## src/hw/mlsc_defines.vh

```
/*
 Constants for the MAC link status and configuration register slice:
 register indexes, byte addresses, field positions, reset values and
 the management polling timing. Assumes a 100 MHz register clock.
*/
`ifndef MLSC_DEFINES_VH
`define MLSC_DEFINES_VH

// Register indexes; byte address is four times the index
`define MLSC_IDX_PARTNER 12'h06A
`define MLSC_IDX_PHYSTAT 12'h06C
`define MLSC_IDX_RXMAX 12'h0DA
`define MLSC_IDX_CMD 12'h0E0
`define MLSC_IDX_RING_LO 12'h0E4
`define MLSC_IDX_RING_HI 12'h0E8
`define MLSC_ADDR_PARTNER 12'h1A8
`define MLSC_ADDR_PHYSTAT 12'h1B0
`define MLSC_ADDR_RXMAX 12'h368
`define MLSC_ADDR_CMD 12'h380
`define MLSC_ADDR_RING_LO 12'h390
`define MLSC_ADDR_RING_HI 12'h3A0

// Partner ability fields
`define MLSC_LP_NEXT 15
`define MLSC_LP_ACK 14
`define MLSC_LP_RF_HI 13
`define MLSC_LP_RF_LO 12
`define MLSC_LP_ASYM 8
`define MLSC_LP_SYM 7
`define MLSC_LP_HALF 6
`define MLSC_LP_FULL 5
`define MLSC_LP_MASK 16'hF1E0

// Command fields
`define MLSC_CMD_ENDIAN 9
`define MLSC_CMD_VLAN 6
`define MLSC_CMD_CSUM 5
`define MLSC_CMD_DAC 4
`define MLSC_CMD_MULTI 3
`define MLSC_CMD_MASK 16'h0278
`define MLSC_CMD_RESET 16'h0000

`define MLSC_RXMAX_MASK 16'h3FFF
`define MLSC_RXMAX_RESET 16'h0000
`define MLSC_RING_LO_MASK 32'hFFFFFF00
`define MLSC_PAGE_MATCHES 2'h3

// Management polling timing
`define MLSC_CLK_PERIOD_NS 10
`define MLSC_MDC_PERIOD_NS 320
`define MLSC_MDC_CYCLES (`MLSC_MDC_PERIOD_NS / `MLSC_CLK_PERIOD_NS)
`define MLSC_MDC_HALF (`MLSC_MDC_CYCLES / 2)
`define MLSC_PREAMBLE_BITS 32
`define MLSC_FRAME_BITS 64
`define MLSC_POLL_REGS 6
`define MLSC_TA_FIRST 46
`define MLSC_DATA_FIRST 48

`endif

```

## src/hw/mlsc_regs.v

```verilog
/*
 MAC link status and configuration register slice behind an APB slave.
 Holds partner ability, PHY status summary, receive maximum length,
 extended command and receive descriptor ring base; polls six PHY
 management registers continuously. Assumes a 100 MHz pclk and all
 inputs synchronous to it; the MDIO pin is resolved outside.
*/
//
// Functional notes
// - Partner ability bit 15 shows partner has a next page to send.
// - Ack bit set after three consecutive matching pages, ack ignored.
// - Bits 13:12 hold partner remote fault code, reset 00.
// - Bits 8:7 show partner asymmetric and symmetric pause ability.
// - Bit 6 shows partner half duplex ability.
// - Bit 5 shows partner full duplex ability.
// - Status bit 7 selects ten-bit interface, loaded from serial memory.
// - Status bits 6 and 5 show transmit and receive flow control.
// - Bits 4,3,2 flag gigabit full, 100 and 10 Mbit speeds.
// - Status bit 1 is link up, bit 0 full duplex.
// - Poll six PHY registers, each 64 management clocks of 320 ns.
// - Receive max size 13:0 must be nonzero to receive frames.
// - Command bit 9 big endian; bit 8 reads zero.
// - Command bit 6 enables receive tag stripping.
// - Command bit 5 enables receive checksum offload.
// - Bit 4 uses dual-address cycles only for nonzero upper address.
// - Bit 3 uses multiple read/write commands, ignoring burst sizes.
// - Command register takes only writes enabling byte lanes 1:0; byte writes ignored.
// - Ring base is 64-bit, 256-byte aligned, low word first.
`timescale 1ns/1ps
`include "mlsc_defines.vh"

module mlsc_regs
#(
  parameter PHY_ADDR = 5'h01
)
(
  input wire pclk,
  input wire presetn,
  input wire psel,
  input wire penable,
  input wire pwrite,
  input wire [11:0] paddr,
  input wire [31:0] pwdata,
  input wire [3:0] pstrb,
  output wire pready,
  output reg [31:0] prdata,
  output wire pslverr,
  input wire [15:0] rx_page,
  input wire rx_page_valid,
  input wire tbi_link_ok,
  input wire strap_load_done,
  input wire strap_tbi,
  input wire local_pause,
  output reg mdc,
  output reg mdio_o,
  output reg mdio_oe,
  input wire mdio_i,
  input wire [13:0] rx_frame_len,
  input wire rx_frame_end,
  output reg rx_frame_accept,
  output reg rx_frame_drop,
  input wire [31:0] dma_addr_hi,
  output wire use_dual_addr,
  output wire big_endian,
  output wire rx_tag_strip_en,
  output wire rx_csum_offload_en,
  output wire multi_burst_cmd_en,
  output wire [63:0] rx_desc_ring_base
);

  reg [15:0] tbi_partner_ability;
  reg [15:0] last_page;
  reg [1:0] match_count;
  reg ten_bit_iface_sel;
  reg [15:0] rx_max_length;
  reg [15:0] extended_command;
  reg [31:0] ring_lo;
  reg [31:0] ring_hi;
  reg [15:0] poll_data [0:`MLSC_POLL_REGS-1];
  reg [4:0] div_count;
  reg [5:0] bit_count;
  reg [2:0] poll_idx;
  reg [15:0] shift_in;
  reg [13:0] header;
  reg [31:0] next_prdata;
  reg [7:0] phy_link_summary;
  reg link_up;
  reg full_duplex_flag;
  reg speed_gig_full;
  reg speed_hundred;
  reg speed_ten;
  reg pause_ok;
  wire wr_acc;
  wire rd_setup;
  wire mapped;
  wire mdc_rise;
  wire mdc_fall;
  wire [4:0] mdc_half;
  wire [4:0] mdc_last;
  wire [5:0] frame_last;
  wire [2:0] poll_last;
  wire [31:0] rxmax_merged;

  // Byte-lane merge used by every writable register except the command register
  function [31:0] lane_merge;
    input [31:0] old;
    input [31:0] wdata;
    input [3:0] strb;
    integer i;
    begin
      lane_merge = old;
      for (i = 0; i < 4; i = i + 1)
      begin
        if (strb[i])
          lane_merge[i*8 +: 8] = wdata[i*8 +: 8];
      end
    end
  endfunction

  // Order in which PHY management registers are polled
  function [4:0] poll_reg_addr;
    input [2:0] idx;
    begin
      case (idx)
        3'h0: poll_reg_addr = 5'h00;
        3'h1: poll_reg_addr = 5'h01;
        3'h2: poll_reg_addr = 5'h04;
        3'h3: poll_reg_addr = 5'h05;
        3'h4: poll_reg_addr = 5'h09;
        3'h5: poll_reg_addr = 5'h0A;
        default: poll_reg_addr = 5'h00;
      endcase
    end
  endfunction

  function is_mapped;
    input [11:0] a;
    begin
      case (a)
        `MLSC_ADDR_PARTNER,
        `MLSC_ADDR_PHYSTAT,
        `MLSC_ADDR_RXMAX,
        `MLSC_ADDR_CMD,
        `MLSC_ADDR_RING_LO,
        `MLSC_ADDR_RING_HI: is_mapped = 1'b1;
        default: is_mapped = 1'b0;
      endcase
    end
  endfunction

  // Zero-wait slave; read data registered in the setup cycle
  assign pready = 1'b1;
  assign mapped = is_mapped(paddr);
  assign pslverr = psel & penable & ~mapped;
  assign wr_acc = psel & penable & pwrite & mapped;
  assign rd_setup = psel & ~penable & ~pwrite;

  assign big_endian = extended_command[`MLSC_CMD_ENDIAN];
  assign rx_tag_strip_en = extended_command[`MLSC_CMD_VLAN];
  assign rx_csum_offload_en = extended_command[`MLSC_CMD_CSUM];
  assign multi_burst_cmd_en = extended_command[`MLSC_CMD_MULTI];
  assign use_dual_addr = extended_command[`MLSC_CMD_DAC]
                         & (|dma_addr_hi);
  assign rx_desc_ring_base = {ring_hi, ring_lo};
  assign rxmax_merged = lane_merge({16'h0000, rx_max_length}, pwdata, pstrb)
                        & {16'h0000, `MLSC_RXMAX_MASK};

  always @*
  begin
    next_prdata = 32'h00000000;
    case (paddr)
      `MLSC_ADDR_PARTNER: next_prdata = {16'h0000, tbi_partner_ability};
      `MLSC_ADDR_PHYSTAT: next_prdata = {24'h000000, phy_link_summary};
      `MLSC_ADDR_RXMAX: next_prdata = {16'h0000, rx_max_length};
      `MLSC_ADDR_CMD: next_prdata = {16'h0000, extended_command};
      `MLSC_ADDR_RING_LO: next_prdata = ring_lo;
      `MLSC_ADDR_RING_HI: next_prdata = ring_hi;
      default: next_prdata = 32'h00000000;
    endcase
  end

  always @(posedge pclk or negedge presetn)
  begin
    if (!presetn)
      prdata <= 32'h00000000;
    else if (rd_setup)
      prdata <= next_prdata;
  end

  // Writable registers; read-only offsets simply have no write path
  always @(posedge pclk or negedge presetn)
  begin
    if (!presetn)
    begin
      rx_max_length <= `MLSC_RXMAX_RESET;
      extended_command <= `MLSC_CMD_RESET;
      ring_lo <= 32'h00000000;
      ring_hi <= 32'h00000000;
    end
    else if (wr_acc)
    begin
      case (paddr)
        `MLSC_ADDR_RXMAX:
          rx_max_length <= rxmax_merged[15:0];
        `MLSC_ADDR_CMD:
        begin
          // Needs byte lanes 1:0 both enabled; lone byte writes leave it alone
          if (pstrb[1:0] == 2'b11)
            extended_command <= pwdata[15:0] & `MLSC_CMD_MASK;
        end
        `MLSC_ADDR_RING_LO:
          ring_lo <= lane_merge(ring_lo, pwdata, pstrb)
                     & `MLSC_RING_LO_MASK;
        `MLSC_ADDR_RING_HI:
          ring_hi <= lane_merge(ring_hi, pwdata, pstrb);
        default:
          ring_hi <= ring_hi;
      endcase
    end
  end

  // Page arbitration: accept a page once seen three times in a row
  always @(posedge pclk or negedge presetn)
  begin
    if (!presetn)
    begin
      tbi_partner_ability <= 16'h0000;
      last_page <= 16'h0000;
      match_count <= 2'h0;
    end
    else if (rx_page_valid)
    begin
      last_page <= rx_page;
      // First page after reset has nothing to match against
      if (match_count != 2'h0
          && (rx_page | 16'h4000) == (last_page | 16'h4000))
      begin
        if (match_count != `MLSC_PAGE_MATCHES)
          match_count <= match_count + 2'h1;
        if (match_count >= `MLSC_PAGE_MATCHES - 2'h1)
          tbi_partner_ability <= rx_page & `MLSC_LP_MASK;
      end
      else
        match_count <= 2'h1;
    end
  end

  // Strap caught by a clocked process when the serial load finishes
  always @(posedge pclk or negedge presetn)
  begin
    if (!presetn)
      ten_bit_iface_sel <= 1'b0;
    else if (strap_load_done)
      ten_bit_iface_sel <= strap_tbi;
  end

  // MDC divider: one full management clock every 32 pclk cycles
  localparam [31:0] MDC_HALF_W = `MLSC_MDC_HALF - 1;
  localparam [31:0] MDC_LAST_W = `MLSC_MDC_CYCLES - 1;
  localparam [31:0] FRAME_LAST_W = `MLSC_FRAME_BITS - 1;
  localparam [31:0] POLL_LAST_W = `MLSC_POLL_REGS - 1;
  localparam [31:0] PHY_ADDR_W = PHY_ADDR;
  assign mdc_half = MDC_HALF_W[4:0];
  assign mdc_last = MDC_LAST_W[4:0];
  assign mdc_rise = (div_count == mdc_half);
  assign mdc_fall = (div_count == mdc_last);
  assign frame_last = FRAME_LAST_W[5:0];
  assign poll_last = POLL_LAST_W[2:0];

  always @(posedge pclk or negedge presetn)
  begin
    if (!presetn)
    begin
      div_count <= 5'h00;
      mdc <= 1'b0;
    end
    else
    begin
      div_count <= mdc_fall ? 5'h00 : div_count + 5'h01;
      if (mdc_rise)
        mdc <= 1'b1;
      else if (mdc_fall)
        mdc <= 1'b0;
    end
  end

  // Read frames: preamble, start, opcode, addresses, turnaround, data
  always @(posedge pclk or negedge presetn)
  begin
    if (!presetn)
    begin
      bit_count <= 6'h00;
      poll_idx <= 3'h0;
      shift_in <= 16'h0000;
      header <= 14'h0000;
      mdio_o <= 1'b1;
      mdio_oe <= 1'b0;
    end
    else
    begin
      if (mdc_fall)
      begin
        if (bit_count == frame_last)
        begin
          bit_count <= 6'h00;
          poll_idx <= (poll_idx == poll_last) ? 3'h0 : poll_idx + 3'h1;
        end
        else
          bit_count <= bit_count + 6'h01;
        if (bit_count == frame_last || bit_count < 6'd31)
        begin
          mdio_o <= 1'b1;
          mdio_oe <= 1'b1;
        end
        else if (bit_count < 6'd45)
        begin
          if (bit_count == 6'd31)
          begin
            header <= {4'b0110, PHY_ADDR_W[4:0], poll_reg_addr(poll_idx)};
            mdio_o <= 1'b0;
          end
          else
          begin
            header <= {header[12:0], 1'b0};
            mdio_o <= header[12];
          end
          mdio_oe <= 1'b1;
        end
        else
        begin
          mdio_o <= 1'b1;
          mdio_oe <= 1'b0;
        end
      end
      if (mdc_rise && bit_count >= `MLSC_DATA_FIRST)
        shift_in <= {shift_in[14:0], mdio_i};
    end
  end

  integer k;
  always @(posedge pclk or negedge presetn)
  begin
    if (!presetn)
    begin
      for (k = 0; k < `MLSC_POLL_REGS; k = k + 1)
        poll_data[k] <= 16'h0000;
    end
    else if (mdc_fall && bit_count == frame_last)
      poll_data[poll_idx] <= shift_in;
  end

  // Resolve link, speed and duplex from the polled results; in ten-bit mode link and duplex come from tbi_link_ok and partner ability
  always @*
  begin
    pause_ok = local_pause & tbi_partner_ability[`MLSC_LP_SYM];
    speed_gig_full = 1'b0;
    speed_hundred = 1'b0;
    speed_ten = 1'b0;
    if (ten_bit_iface_sel)
    begin
      link_up = tbi_link_ok;
      full_duplex_flag = tbi_partner_ability[`MLSC_LP_FULL];
    end
    else
    begin
      link_up = poll_data[1][2];
      if (poll_data[4][9] && poll_data[5][11])
      begin
        speed_gig_full = 1'b1;
        full_duplex_flag = 1'b1;
      end
      else if (poll_data[2][8] && poll_data[3][8])
      begin
        speed_hundred = 1'b1;
        full_duplex_flag = 1'b1;
      end
      else if (poll_data[2][7] && poll_data[3][7])
      begin
        speed_hundred = 1'b1;
        full_duplex_flag = 1'b0;
      end
      else
      begin
        speed_ten = 1'b1;
        full_duplex_flag = poll_data[2][6] & poll_data[3][6];
      end
      pause_ok = local_pause & poll_data[3][10];
    end
  end

  // Summary is refreshed every cycle from the strap and the resolved link, speed, duplex and pause
  always @(posedge pclk or negedge presetn)
  begin
    if (!presetn)
      phy_link_summary <= 8'h00;
    else
      phy_link_summary <= {ten_bit_iface_sel,
        pause_ok & full_duplex_flag & link_up,
        pause_ok & full_duplex_flag & link_up,
        speed_gig_full & link_up,
        speed_hundred & link_up,
        speed_ten & link_up,
        link_up,
        full_duplex_flag & link_up};
  end

  // Frame length check against the programmed maximum
  always @(posedge pclk or negedge presetn)
  begin
    if (!presetn)
    begin
      rx_frame_accept <= 1'b0;
      rx_frame_drop <= 1'b0;
    end
    else
    begin
      rx_frame_accept <= rx_frame_end && rx_max_length[13:0] != 14'h0000
                         && rx_frame_len <= rx_max_length[13:0];
      rx_frame_drop <= rx_frame_end && (rx_max_length[13:0] == 14'h0000
                       || rx_frame_len > rx_max_length[13:0]);
    end
  end

endmodule

```

## config.mk

```make
export PLATFORM = sky130hd
export DESIGN_NAME = mlsc_regs
export DESIGN_NICKNAME = d
export VERILOG_FILES = /design/src/hw/mlsc_regs.v
export VERILOG_INCLUDE_DIRS = /design/src /design/src/hw
export SDC_FILE = /design/constraint.sdc
export NUM_CORES = 1
export LEC_CHECK = 0
export BUFFER_PORTS_ARGS = -buffer_cell sky130_fd_sc_hd__buf_2
export CAP_MARGIN = 10
export CELL_PAD_IN_SITES_DETAIL_PLACEMENT = 1
export CELL_PAD_IN_SITES_GLOBAL_PLACEMENT = 1
export CORE_MARGIN = 2
export CORE_UTILIZATION = 43
export CTS_BUF_LIST = sky130_fd_sc_hd__clkbuf_2 sky130_fd_sc_hd__clkbuf_4 sky130_fd_sc_hd__clkbuf_8
export CTS_CLUSTER_SIZE = 16
export DETAILED_ROUTE_END_ITERATION = 8
export PLACE_DENSITY = 0.87
export SLEW_MARGIN = 20
export SYNTH_ARGS = -nofsm -noshare
export SYNTH_HDL_FRONTEND = slang
export SYNTH_SLANG_ARGS = --single-unit
```

## constraint.sdc

```tcl
create_clock -name pclk -period 3.1 [get_ports pclk]
set_input_delay 0.31 -clock pclk [delete_from_list [all_inputs] [get_ports pclk]]
set_output_delay 0.31 -clock pclk [all_outputs]
set_load 0.01 [all_outputs]
```

==> results.yml, run 1 <==
sta:
  worst_pin_slew_ns: 0.827
  relSlewSlack_pct: 44.9
  hold_ws_ns: 0.0555
  rsz0062_at_grt: "false"
  slew_violations: 0
  min_period_ns: 2.29
  period_share_pct: 73.8
  finalSetupViolCount: 0
  hold_viol: 0
  max_freq_ghz: 0.437
  skew_ns: 0.0148
  fin_ws_ns: 0.812
  fin_setup_tns_ns: 0
worst_setup_path:
  crit_chain: "xor2_1 > nor4_1 > nand2_1 > nor4_4 > mux2_2"
  worstPathMaxFanout: 8
  cp_slowest_stage_delay_ns: 0.62
  arrival_ns: 2.64
  worstSetupPathType: "register to register"
  crit_path_start_kind: "register"
  crit_required_ns: 3.46
  crit_slowest_cell: "nor4_4"
  worstSetupEndpointType: "register"
final_layout:
  final_cell_count_no_fill: 1274
  nets: 1133
  area_delta_synth_final_pct: 19.0
  n_fill_cell: 2294
  drive_above_1_share_pct: 37.2
  final_util_pct: 52.0
  design_area_sq_mm: 0.0109
detailed_routing:
  vias_per_cell: 5.48
  dr_total_vias: 6983
  firstDrtPassIters: 4
  wl_per_cell_um: 20.8
  drc: 0
  ant_nets: 0
  drt-initial-drc-count: 363
  totalWireLength_um: 26500
placement:
  hpwl_um: 19900
  dp.cells: 1239
  dpl_worst_slack_ns: 0.421
  portBuffers: 220
  place_area_sq_mm: 0.0105
  gp_congestion: 0.835
yosys:
  synthMostInstantiatedCell: "dfrtp_1"
  synth-xor-area-share_pct: 2.00
  yosysTopAreaCell: "dfrtp_1"
  synth_compound_area_share_pct: 9.47
  synth_area_leaders: "dfrtp_1 53%, mux2_2 9.1%, mux2_1 4.3%"
  synthCells: 767
  synth_top_family_by_area: "multiplexers"
  yosys.area_share.simple_pct: 11.8
  async_reset_ff_share_pct: 100
  synth_edf_count: 0
  ys_ff_latch: 194
  yosys_warnings: 0
  syn_area_sq_mm: 0.00920
  synth.distinct_cells: 66
  synth_top_area_share_pct: 52.5
  synthMuxAreaShare_pct: 16.2
  yosys.area_share.adder_pct: 3.67
  synthTopCellsByCount: "193 x dfrtp_1, 74 x mux2_2, 61 x nand2_1, 41 x nor2_1, 35 x mux2_1"
  synth-main-ff-cell: "dfrtp_1"
  synth-seq-area-share_pct: 52.8
  syn_area_per_cell_sq_um: 12.0
grt:
  grt_overflow_total: 0
  antenna_found_initial: 3
  grt_pass1_wl_um: 41400
  grt_max_degree: 84
  grt_pass1_vias: 7562
  grt_use_total_pct: 24.0
clock_network:
  h-tree-depth: 4
  worstSkewPairLatency_ns: 0.47
  cts_buffers: 17
  ctsLongestPathBuffers: 2
  clock-root-buffer: "clkbuf_8"
  cts_tree: "done"
  path_clk_slew_ns: 0.11
  clkSinkCount: 194
pwr:
  pwr_density_cell_mw_per_mm2: 422
  peakVddDrop_mv: 0.234
  p_leak_nw: 5.54
  p_total_mw: 4.62
floorplan:
  die-area_sq_mm: 0.0226
  initial_core_util_pct: 43.7
  dieHeight_um: 150
  design.portCount: 230
  fp.dieW_um: 150
  fp.coreArea_sq_mm: 0.0210
  std_cell_rows: 53
outcome:
  outcome: "complete, no violations"
job:
  max_cap_violations: 0
min_path:
  min_path_type: "primary input to register"
==> final cells by class <==
cell class | count | area [sq um] | area share, %
clock inverters | 15 | 149 | 1.36
well taps | 275 | 344 | 3.15
repair buffers | 235 | 1240 | 11.3
flip-flops and latches | 194 | 4860 | 44.4
multi-input cells | 509 | 4010 | 36.7
clock buffers | 17 | 234 | 2.14
inverters | 27 | 101 | 0.926
diodes | 2 | 5.00 | 0.0458
==> routing by layer <==
metal  GRT usage (%)  wire length, um  vias up
met4            7.92              668        4
met1            29.3            10600     3538
met5               0               30        -
li1                -                -     3166
met3            5.27             1560       46
met2            42.2            13600      229
==> power breakdown <==
group | switching (mW) | internal [mW]
Combinational | 0.220 | 0.150
Sequential | 0.0358 | 2.57
Clock | 0.981 | 0.660
Total | 1.24 | 3.38
==> what timing repair did <==
item,4_1_cts,5_1_grt
endpoints found under the hold margin,79,0
buffers inserted,0,0
gates resized for setup,0,0
hold buffers,1,0
==> state kept, by name, indices dropped and copies added (netlist names), 2 cells and up <==
signal	count
ring_lo	24
extended_command	5
div_count	5
tbi_partner_ability	8
phy_link_summary	7
poll_data	10
prdata	32
shift_in	12
bit_count	6
header	13
last_page	15
ring_hi	32
rx_max_length	14
match_count	2
poll_idx	3
==> kinds of logic (layout without fill, tap and decap cells) <==
kind of cell / Yosys count / in the layout
AND/OR/NAND/NOR: 196 / 196
AO/OA/AOI/OAI: 127 / 127
buffers and inverters: 71 / 294
other: 2 / 11
XOR/XNOR: 21 / 21
multiplexers: 129 / 129
adder cells (fa/ha/maj): 27 / 27
flip-flops: 194 / 194
==> worst max-delay path, delay by kind of cell, from the launching register on <==
family	cells	cell delay, ns
AND/OR/NAND/NOR	3	1.18
multiplexers	1	0.42
flip-flops	1	0.40
XOR/XNOR	1	0.18
==> final timing paths <==
check	from	end	slack [ns]	cells past startpoint
worst max register to register	last_page[13]$_DFFE_PN0P_	tbi_partner_ability[13]$_DFFE_PN0P_	0.81	5
worst min-delay path	rx_frame_end	rx_frame_accept$_DFF_PN0_	0.06	3
max in group asynchronous	presetn	prdata[2]$_DFFE_PN0P_	1.76	3
worst min register to register	div_count[0]$_DFF_PN0_	div_count[0]$_DFF_PN0_	0.48	1
worst max-delay path	last_page[13]$_DFFE_PN0P_	tbi_partner_ability[13]$_DFFE_PN0P_	0.81	5
min in group asynchronous	presetn	mdio_oe$_DFFE_PN0P_	0.45	2
==> cell usage in the layout, fill, tap and decap left out, types with 4 or more instances in the layout <==
cell / count
mux2_1: 35
nand2_1: 61
a21oi_1: 14
mux2_4: 13
dfrtp_1: 193
a32oi_1: 4
o21ai_1: 11
inv_1: 27
ha_1: 27
inv_6: 6
nor3b_1: 4
conb_1: 9
xor2_1: 17
nand2b_1: 7
mux2i_1: 7
nor4_1: 14
buf_4: 13
nor2_1: 41
nand4_1: 8
clkinv_4: 4
and2_1: 7
clkbuf_8: 18
a221oi_1: 9
xnor2_1: 4
nor3_1: 4
a22oi_1: 20
and3_1: 9
nand3_1: 13
buf_2: 219
o21ai_0: 30
a22o_1: 14
mux2_2: 74
Power figures use the tool's default switching activity.
==> run 2, diff against run 1 <==
Settings changed: ABC_AREA set to 1, CORE_UTILIZATION 43 to 41, PLACE_DENSITY 0.87 to 0.88.
Clock period 3.1 ns to 2.2 ns, I/O delays scaled along.
==> run 2 against run 1 <==
Register-to-register slack lost 0.67 ns. Routed wire length grew 15%. Clock skew grew 0.0039 ns. Critical path depth grew 5. Hold slack lost 0.021 ns. Sequential share of layout area shrank 3.2 points. Via count grew 29%. Core utilization is essentially flat. Sequential cell count is the same. Clock power grew 49%. Critical path type unchanged. Critical endpoint is now poll_data[11]$_DFFE_PN0P_. Highest routed layer is now met4.
==> results.yml, run 2 <==
yosys:
  synth-seq-area-share_pct: 51.2
  yosys_warnings: 0
  synthCells: 1123
  async_reset_ff_share_pct: 100
  synth_edf_count: 0
  synthMostInstantiatedCell: "nand2_1"
  synth.distinct_cells: 47
  synth_area_leaders: "dfrtp_1 51%, nand2_1 16%, nand4_1 5.5%"
  synth-main-ff-cell: "dfrtp_1"
  synth_top_area_share_pct: 50.9
  synthTopCellsByCount: "407 x nand2_1, 193 x dfrtp_1, 92 x inv_1, 84 x nand4_1, 61 x o21ai_0"
  ys_ff_latch: 194
  syn_area_sq_mm: 0.00948
  yosysTopAreaCell: "dfrtp_1"
  syn_area_per_cell_sq_um: 8.45
placement:
  hpwl_um: 22100
  dpl_worst_slack_ns: 0.0370
  place_area_sq_mm: 0.0109
  dp.cells: 1605
  gp_congestion: 0.876
  portBuffers: 220
sta:
  relSlewSlack_pct: 51.9
  worst_pin_slew_ns: 0.720
  hold_viol: 0
  period_share_pct: 93.5
  fin_ws_ns: 0.143
  slew_violations: 0
  hold_ws_ns: 0.0348
  finalSetupViolCount: 0
  min_period_ns: 2.06
  max_freq_ghz: 0.486
  skew_ns: 0.0187
  fin_setup_tns_ns: 0
clock_network:
  clkSinkCount: 194
  ctsLongestPathBuffers: 2
  worstSkewPairLatency_ns: 0.49
  path_clk_slew_ns: 0.12
  clock-root-buffer: "clkbuf_8"
  h-tree-depth: 4
  cts_tree: "done"
  cts_buffers: 17
job:
  max_cap_violations: 0
grt:
  grt_overflow_total: 0
  grt_pass1_vias: 9473
  grt_pass1_wl_um: 47900
  antenna_found_initial: 0
  grt_use_total_pct: 25.0
  grt_max_degree: 56
floorplan:
  std_cell_rows: 55
  initial_core_util_pct: 41.9
  fp.coreArea_sq_mm: 0.0226
  fp.dieW_um: 156
  die-area_sq_mm: 0.0244
  dieHeight_um: 156
  design.portCount: 230
final_layout:
  layout_common_cells: "405 x nand2_1, 219 x buf_2, 193 x dfrtp_1, 91 x inv_1, 84 x nand4_1"
  reg_top3: "prdata (32), ring_hi (32), ring_lo (24)"
  area_delta_synth_final_pct: 24.3
  final_cell_count_no_fill: 1683
  n_fill_cell: 2805
  design_area_sq_mm: 0.0118
  drive_above_1_share_pct: 23.0
  final_common_cell: "nand2_1"
  nets: 1534
  insertedDiodeCount: 0
worst_setup_path:
  worstSetupEndpointType: "register"
  cp.buffers_inverters: 0
  arrival_ns: 2.42
  cp_slowest_stage_delay_ns: 0.38
  crit_path_start_kind: "register"
  worstPathMaxFanout: 6
  worstSetupPathType: "register to register"
  crit_slowest_cell: "dfrtp_1"
  crit_required_ns: 2.56
  crit_family: "simple AND/OR/NAND/NOR gates"
  crit_chain: "ha_1 > nand2_1 > nor2_2 > ha_2 > nand2_1 > nor2_4 > nand2_2 > nor2_4 > nand2_1 > mux2_2"
  cpMostUsedCell: "nand2_1"
min_path:
  min_path_type: "primary input to register"
detailed_routing:
  drt-initial-drc-count: 449
  drc: 0
  vias_per_cell: 5.37
  wl_per_cell_um: 18.0
  totalWireLength_um: 30300
  ant_nets: 0
  firstDrtPassIters: 5
  dr_total_vias: 9041
pwr:
  peakVddDrop_mv: 0.326
  power.switching_mw: 1.73
  pwr_density_cell_mw_per_mm2: 558
  switching_share_pct: 26.3
  p_leak_nw: 6.49
  pwr-share-comb_pct: 7.9
  intPower_mw: 4.85
  clkPwrFrac_pct: 37.2
  p_seq_share_pct: 54.9
outcome:
  outcome: "complete, no violations"
run 2: cell count changes in the layout (fill, tap and decap cells not counted), moves of 9 or more:
cell | previous run | this run
nand2_1 | 61 | 405
o21ai_0 | 30 | 61
a221oi_1 | 9 | 0
xor2_1 | 17 | 5
a22oi_1 | 20 | 0
mux2_4 | 13 | 0
buf_4 | 13 | 24
nand3_1 | 13 | 38
nand4_1 | 8 | 84
mux2_1 | 35 | 0
mux2_2 | 74 | 5
inv_1 | 27 | 91
and3_1 | 9 | 0
dlygate4sd3_1 | 1 | 45
run 2: worst paths after layout:
check	end	slack, ns	from	cells after the start
setup / recovery	poll_data[11]$_DFFE_PN0P_	0.14	div_count[0]$_DFF_PN0_	10
hold / removal	ring_hi[20]$_DFFE_PN0P_	0.03	pwdata[20]	3
setup reg to reg	poll_data[11]$_DFFE_PN0P_	0.14	div_count[0]$_DFF_PN0_	10
hold reg to reg	div_count[0]$_DFF_PN0_	0.46	div_count[0]$_DFF_PN0_	1
max in group asynchronous	prdata[17]$_DFFE_PN0P_	1.21	presetn	3
min in group asynchronous	prdata[30]$_DFFE_PN0P_	0.27	presetn	2
run 2: area by class of cell:
cell class | count | area (sq um) | area share (%)
clock buffer | 17 | 234 | 1.98
clock inverter | 15 | 173 | 1.46
inverter | 98 | 368 | 3.12
multi-input combinational | 781 | 3990 | 33.8
sequential | 194 | 4860 | 41.2
tap | 285 | 357 | 3.02
timing repair buffer | 293 | 1820 | 15.4
run 2: repair_timing:
item	in CTS	in global routing
resized for setup	0	7
endpoints found under the hold margin	114	0
setup buffers	0	1
hold buffers	45	0
endpoints found under the setup margin	0	9
run 2: power groups by stage:
stage / sequential [mW] / clock (mW) / combinational [mW]
detailed placement: 3.68 / 0 / 0.453
global placement: 3.68 / 0 / 0.436
finish: 3.61 / 2.45 / 0.519
CTS: 3.61 / 2.52 / 0.520
floorplan: 3.68 / 0 / 0.178
global route: 3.62 / 2.64 / 0.579
run 2: per-stage QoR:
step | power (mW) | util (%)
after floorplan | 3.86 | -
after global placement | 4.12 | 48.2
after detailed placement | 4.14 | 48.2
after CTS | 6.65 | 51.9
after global routing | 6.84 | 52.1
final | 6.58 | 52.1
run 2: layer usage:
metal | part of all wire, % | GRT usage [%] | wire length (um)
met4 | 3.5 | 10.7 | 1070
met5 | 0 | 0 | 0
met2 | 49 | 43.2 | 14900
met3 | 5.7 | 4.86 | 1740
met1 | 42 | 30.6 | 12700
run 2: worst register-to-register path: stages, from the launching register on:
cell	delay, ns
dfrtp_1	0.38
ha_1	0.18
nand2_1	0.09
nor2_2	0.12
ha_2	0.20
nand2_1	0.13
nor2_4	0.16
nand2_2	0.12
nor2_4	0.20
nand2_1	0.09
mux2_2	0.28
run 2: cell families (layout without fill, tap and decap cells):
| family | count (synthesis) | after routing | share of synthesized area, % |
|---|---|---|---|
| buffers and inverters | 155 | 423 | 7.39 |
| AND/OR/NAND/NOR | 605 | 605 | 28.3 |
| other | 2 | 9 | 0.0792 |
| adder cells (fa/ha/maj) | 27 | 27 | 3.56 |
| XOR/XNOR | 6 | 6 | 0.554 |
| multiplexers | 5 | 5 | 0.594 |
| flip-flops | 194 | 194 | 51.2 |
| AO/OA/AOI/OAI | 129 | 129 | 8.31 |
==> run 3, diff against run 2 <==
Settings changed: BUFFER_PORTS_ARGS -buffer_cell sky130_fd_sc_hd__buf_2 to -buffer_cell sky130_fd_sc_hd__clkbuf_2, MAX_ROUTING_LAYER set to met4.
==> run 3 against run 2 <==
Via count fell by 0.50%. First-iteration DRC count rose by 24%. Sequential share of layout area rose by 0.23 points. Clock skew fell by 0.0042 ns. Register-to-register slack improved by 0.05 ns. Combinational power fell by 1%. Hold slack got worse by 0.018 ns. Critical endpoint is now poll_data[40]$_DFFE_PN0P_. Largest cell class unchanged. Largest power group unchanged.
==> results.yml, run 3 (same netlist as run 2, synthesis figures left out) <==
final_layout:
  drive_above_1_share_pct: 22.8
  nets: 1526
  area_delta_synth_final_pct: 23.6
  n_fill_cell: 2726
  layout_common_cells: "405 x nand2_1, 219 x clkbuf_2, 193 x dfrtp_1, 91 x inv_1, 84 x nand4_1"
  final_common_cell: "nand2_1"
  design_area_sq_mm: 0.0117
  reg_top3: "prdata (32), ring_hi (32), ring_lo (24)"
grt:
  grt_max_degree: 68
  grt_use_total_pct: 25.8
  grt_overflow_total: 0
  grt_pass1_vias: 9209
  grt_pass1_wl_um: 48000
  antenna_found_initial: 2
sta:
  skew_ns: 0.0145
  worst_pin_slew_ns: 0.737
  fin_setup_tns_ns: 0
  relSlewSlack_pct: 50.8
  hold_viol: 0
  finalSetupViolCount: 0
  fin_ws_ns: 0.195
  max_freq_ghz: 0.499
  min_period_ns: 2.01
  period_share_pct: 91.1
  slew_violations: 0
placement:
  portBuffers: 220
  hpwl_um: 21900
  place_area_sq_mm: 0.0109
  gp_congestion: 0.885
  dpl_worst_slack_ns: 0.103
job:
  max_cap_violations: 0
detailed_routing:
  drc: 0
  drt-initial-drc-count: 557
  dr_total_vias: 8996
  wl_per_cell_um: 18.1
  vias_per_cell: 5.36
  totalWireLength_um: 30300
  firstDrtPassIters: 6
  ant_nets: 0
floorplan:
  std_cell_rows: 55
  initial_core_util_pct: 41.9
  design.portCount: 230
  fp.coreArea_sq_mm: 0.0226
  fp.dieW_um: 156
  dieHeight_um: 156
  die-area_sq_mm: 0.0244
worst_setup_path:
  crit_path_start_kind: "register"
  crit_chain: "ha_1 > nand2_1 > nor2_1 > ha_1 > nand2_1 > nor2_2 > nand2_2 > nor2_4 > nand2_2 > nand2_1 > o21ai_0"
  rr_endpoint: "poll_data[40]$_DFFE_PN0P_"
  worstPathMaxFanout: 8
  cpMostUsedCell: "nand2_1"
  crit_required_ns: 2.56
  worstSetupPathType: "register to register"
  crit_slowest_cell: "dfrtp_1"
  reg2reg_depth: 11
  reg2reg_slack_ns: 0.19
  r2r-start: "div_count[0]$_DFF_PN0_"
  cp_slowest_stage_delay_ns: 0.38
  arrival_ns: 2.37
  worstSetupEndpointType: "register"
clock_network:
  clock-root-buffer: "clkbuf_8"
  cts_buffers: 17
  cts_tree: "done"
  ctsLongestPathBuffers: 2
  clkSinkCount: 194
  h-tree-depth: 4
  path_clk_slew_ns: 0.11
  worstSkewPairLatency_ns: 0.48
min_path:
  min_path_type: "primary input to register"
  holdPathEnd: "last_page[10]$_DFFE_PN0P_"
  worstHoldStart: "rx_page[10]"
  worstHoldPathCells: 3
pwr:
  p_total_mw: 6.49
  p_leak_nw: 6.41
  peakVddDrop_mv: 0.356
  pwr_density_cell_mw_per_mm2: 553
outcome:
  outcome: "complete, no violations"
-- run 3: cell count changes in the layout (fill, tap and decap cells not counted), sizes merged --
cell / delta
clkinvlp: -2
inv: -1
clkinv: +3
dlygate4sd3: -6
clkbuf: +220
buf: -221
diode: +3
bufinv: -1
-- run 3: per-stage QoR --
step                      std cells  hold slack [ns]  utilization [%]
after global placement         1603            0.251             48.2
after floorplan                1130          -0.0756                -
final                          1678           0.0171             51.8
after CTS                      1674         0.000517             51.7
after global routing           1677           0.0154             51.8
after detailed placement       1603            0.255             48.2
-- run 3: report_power, final --
part / total [mW] / internal [mW] / leakage [nW] / switching, mW
logic: 0.512 / 0.204 / 3.57 / 0.308
registers: 3.61 / 3.60 / 2.64 / 0.0184
clock network: 2.36 / 0.964 / 0.196 / 1.40
total: 6.49 / 4.76 / 6.41 / 1.73
-- run 3: cell type report --
type	count	area (sq um)	area share [%]
flip-flops and latches	194	4860	41.4
multi-input cells	781	3980	33.9
diodes	3	7.51	0.0640
repair buffers	285	1770	15.1
well taps	285	357	3.04
clock inverters	14	145	1.24
inverters	98	368	3.14
clock buffers	18	248	2.11
-- run 3: critical path: cells and delay by family, from the launching register on --
| family | cells | cell delay, ns |
|---|---|---|
| AND/OR/NAND/NOR | 8 | 1.03 |
| adder cells (fa/ha/maj) | 2 | 0.38 |
| AO/OA/AOI/OAI | 1 | 0.09 |
| flip-flops | 1 | 0.38 |
-- run 3: worst max-delay path by stage --
stage	start	endpoint	slack [ns]
detailed placement	div_count[0]$_DFF_PN0_	poll_data[38]$_DFFE_PN0P_	0.10
global placement	div_count[0]$_DFF_PN0_	poll_data[40]$_DFFE_PN0P_	0.19
CTS	div_count[0]$_DFF_PN0_	poll_data[40]$_DFFE_PN0P_	0.01
global route	div_count[0]$_DFF_PN0_	poll_data[40]$_DFFE_PN0P_	-0.007
floorplan	div_count[0]$_DFF_PN0_	poll_data[11]$_DFFE_PN0P_	0.26
finish	div_count[0]$_DFF_PN0_	poll_data[40]$_DFFE_PN0P_	0.19
-- run 3: what timing repair did --
action,CTS,global route
buffers inserted,0,1
hold buffers,39,0
hold endpoints to repair,106,0
setup endpoints to repair,0,8
resized for setup,0,4
-- run 3: per-layer routing --
layer / wire length, um / global-route usage, %
met1: 12800 / 31.2
met2: 14600 / 42.1
met3: 1810 / 5.72
met4: 1050 / 10.4
met5: 0 / -
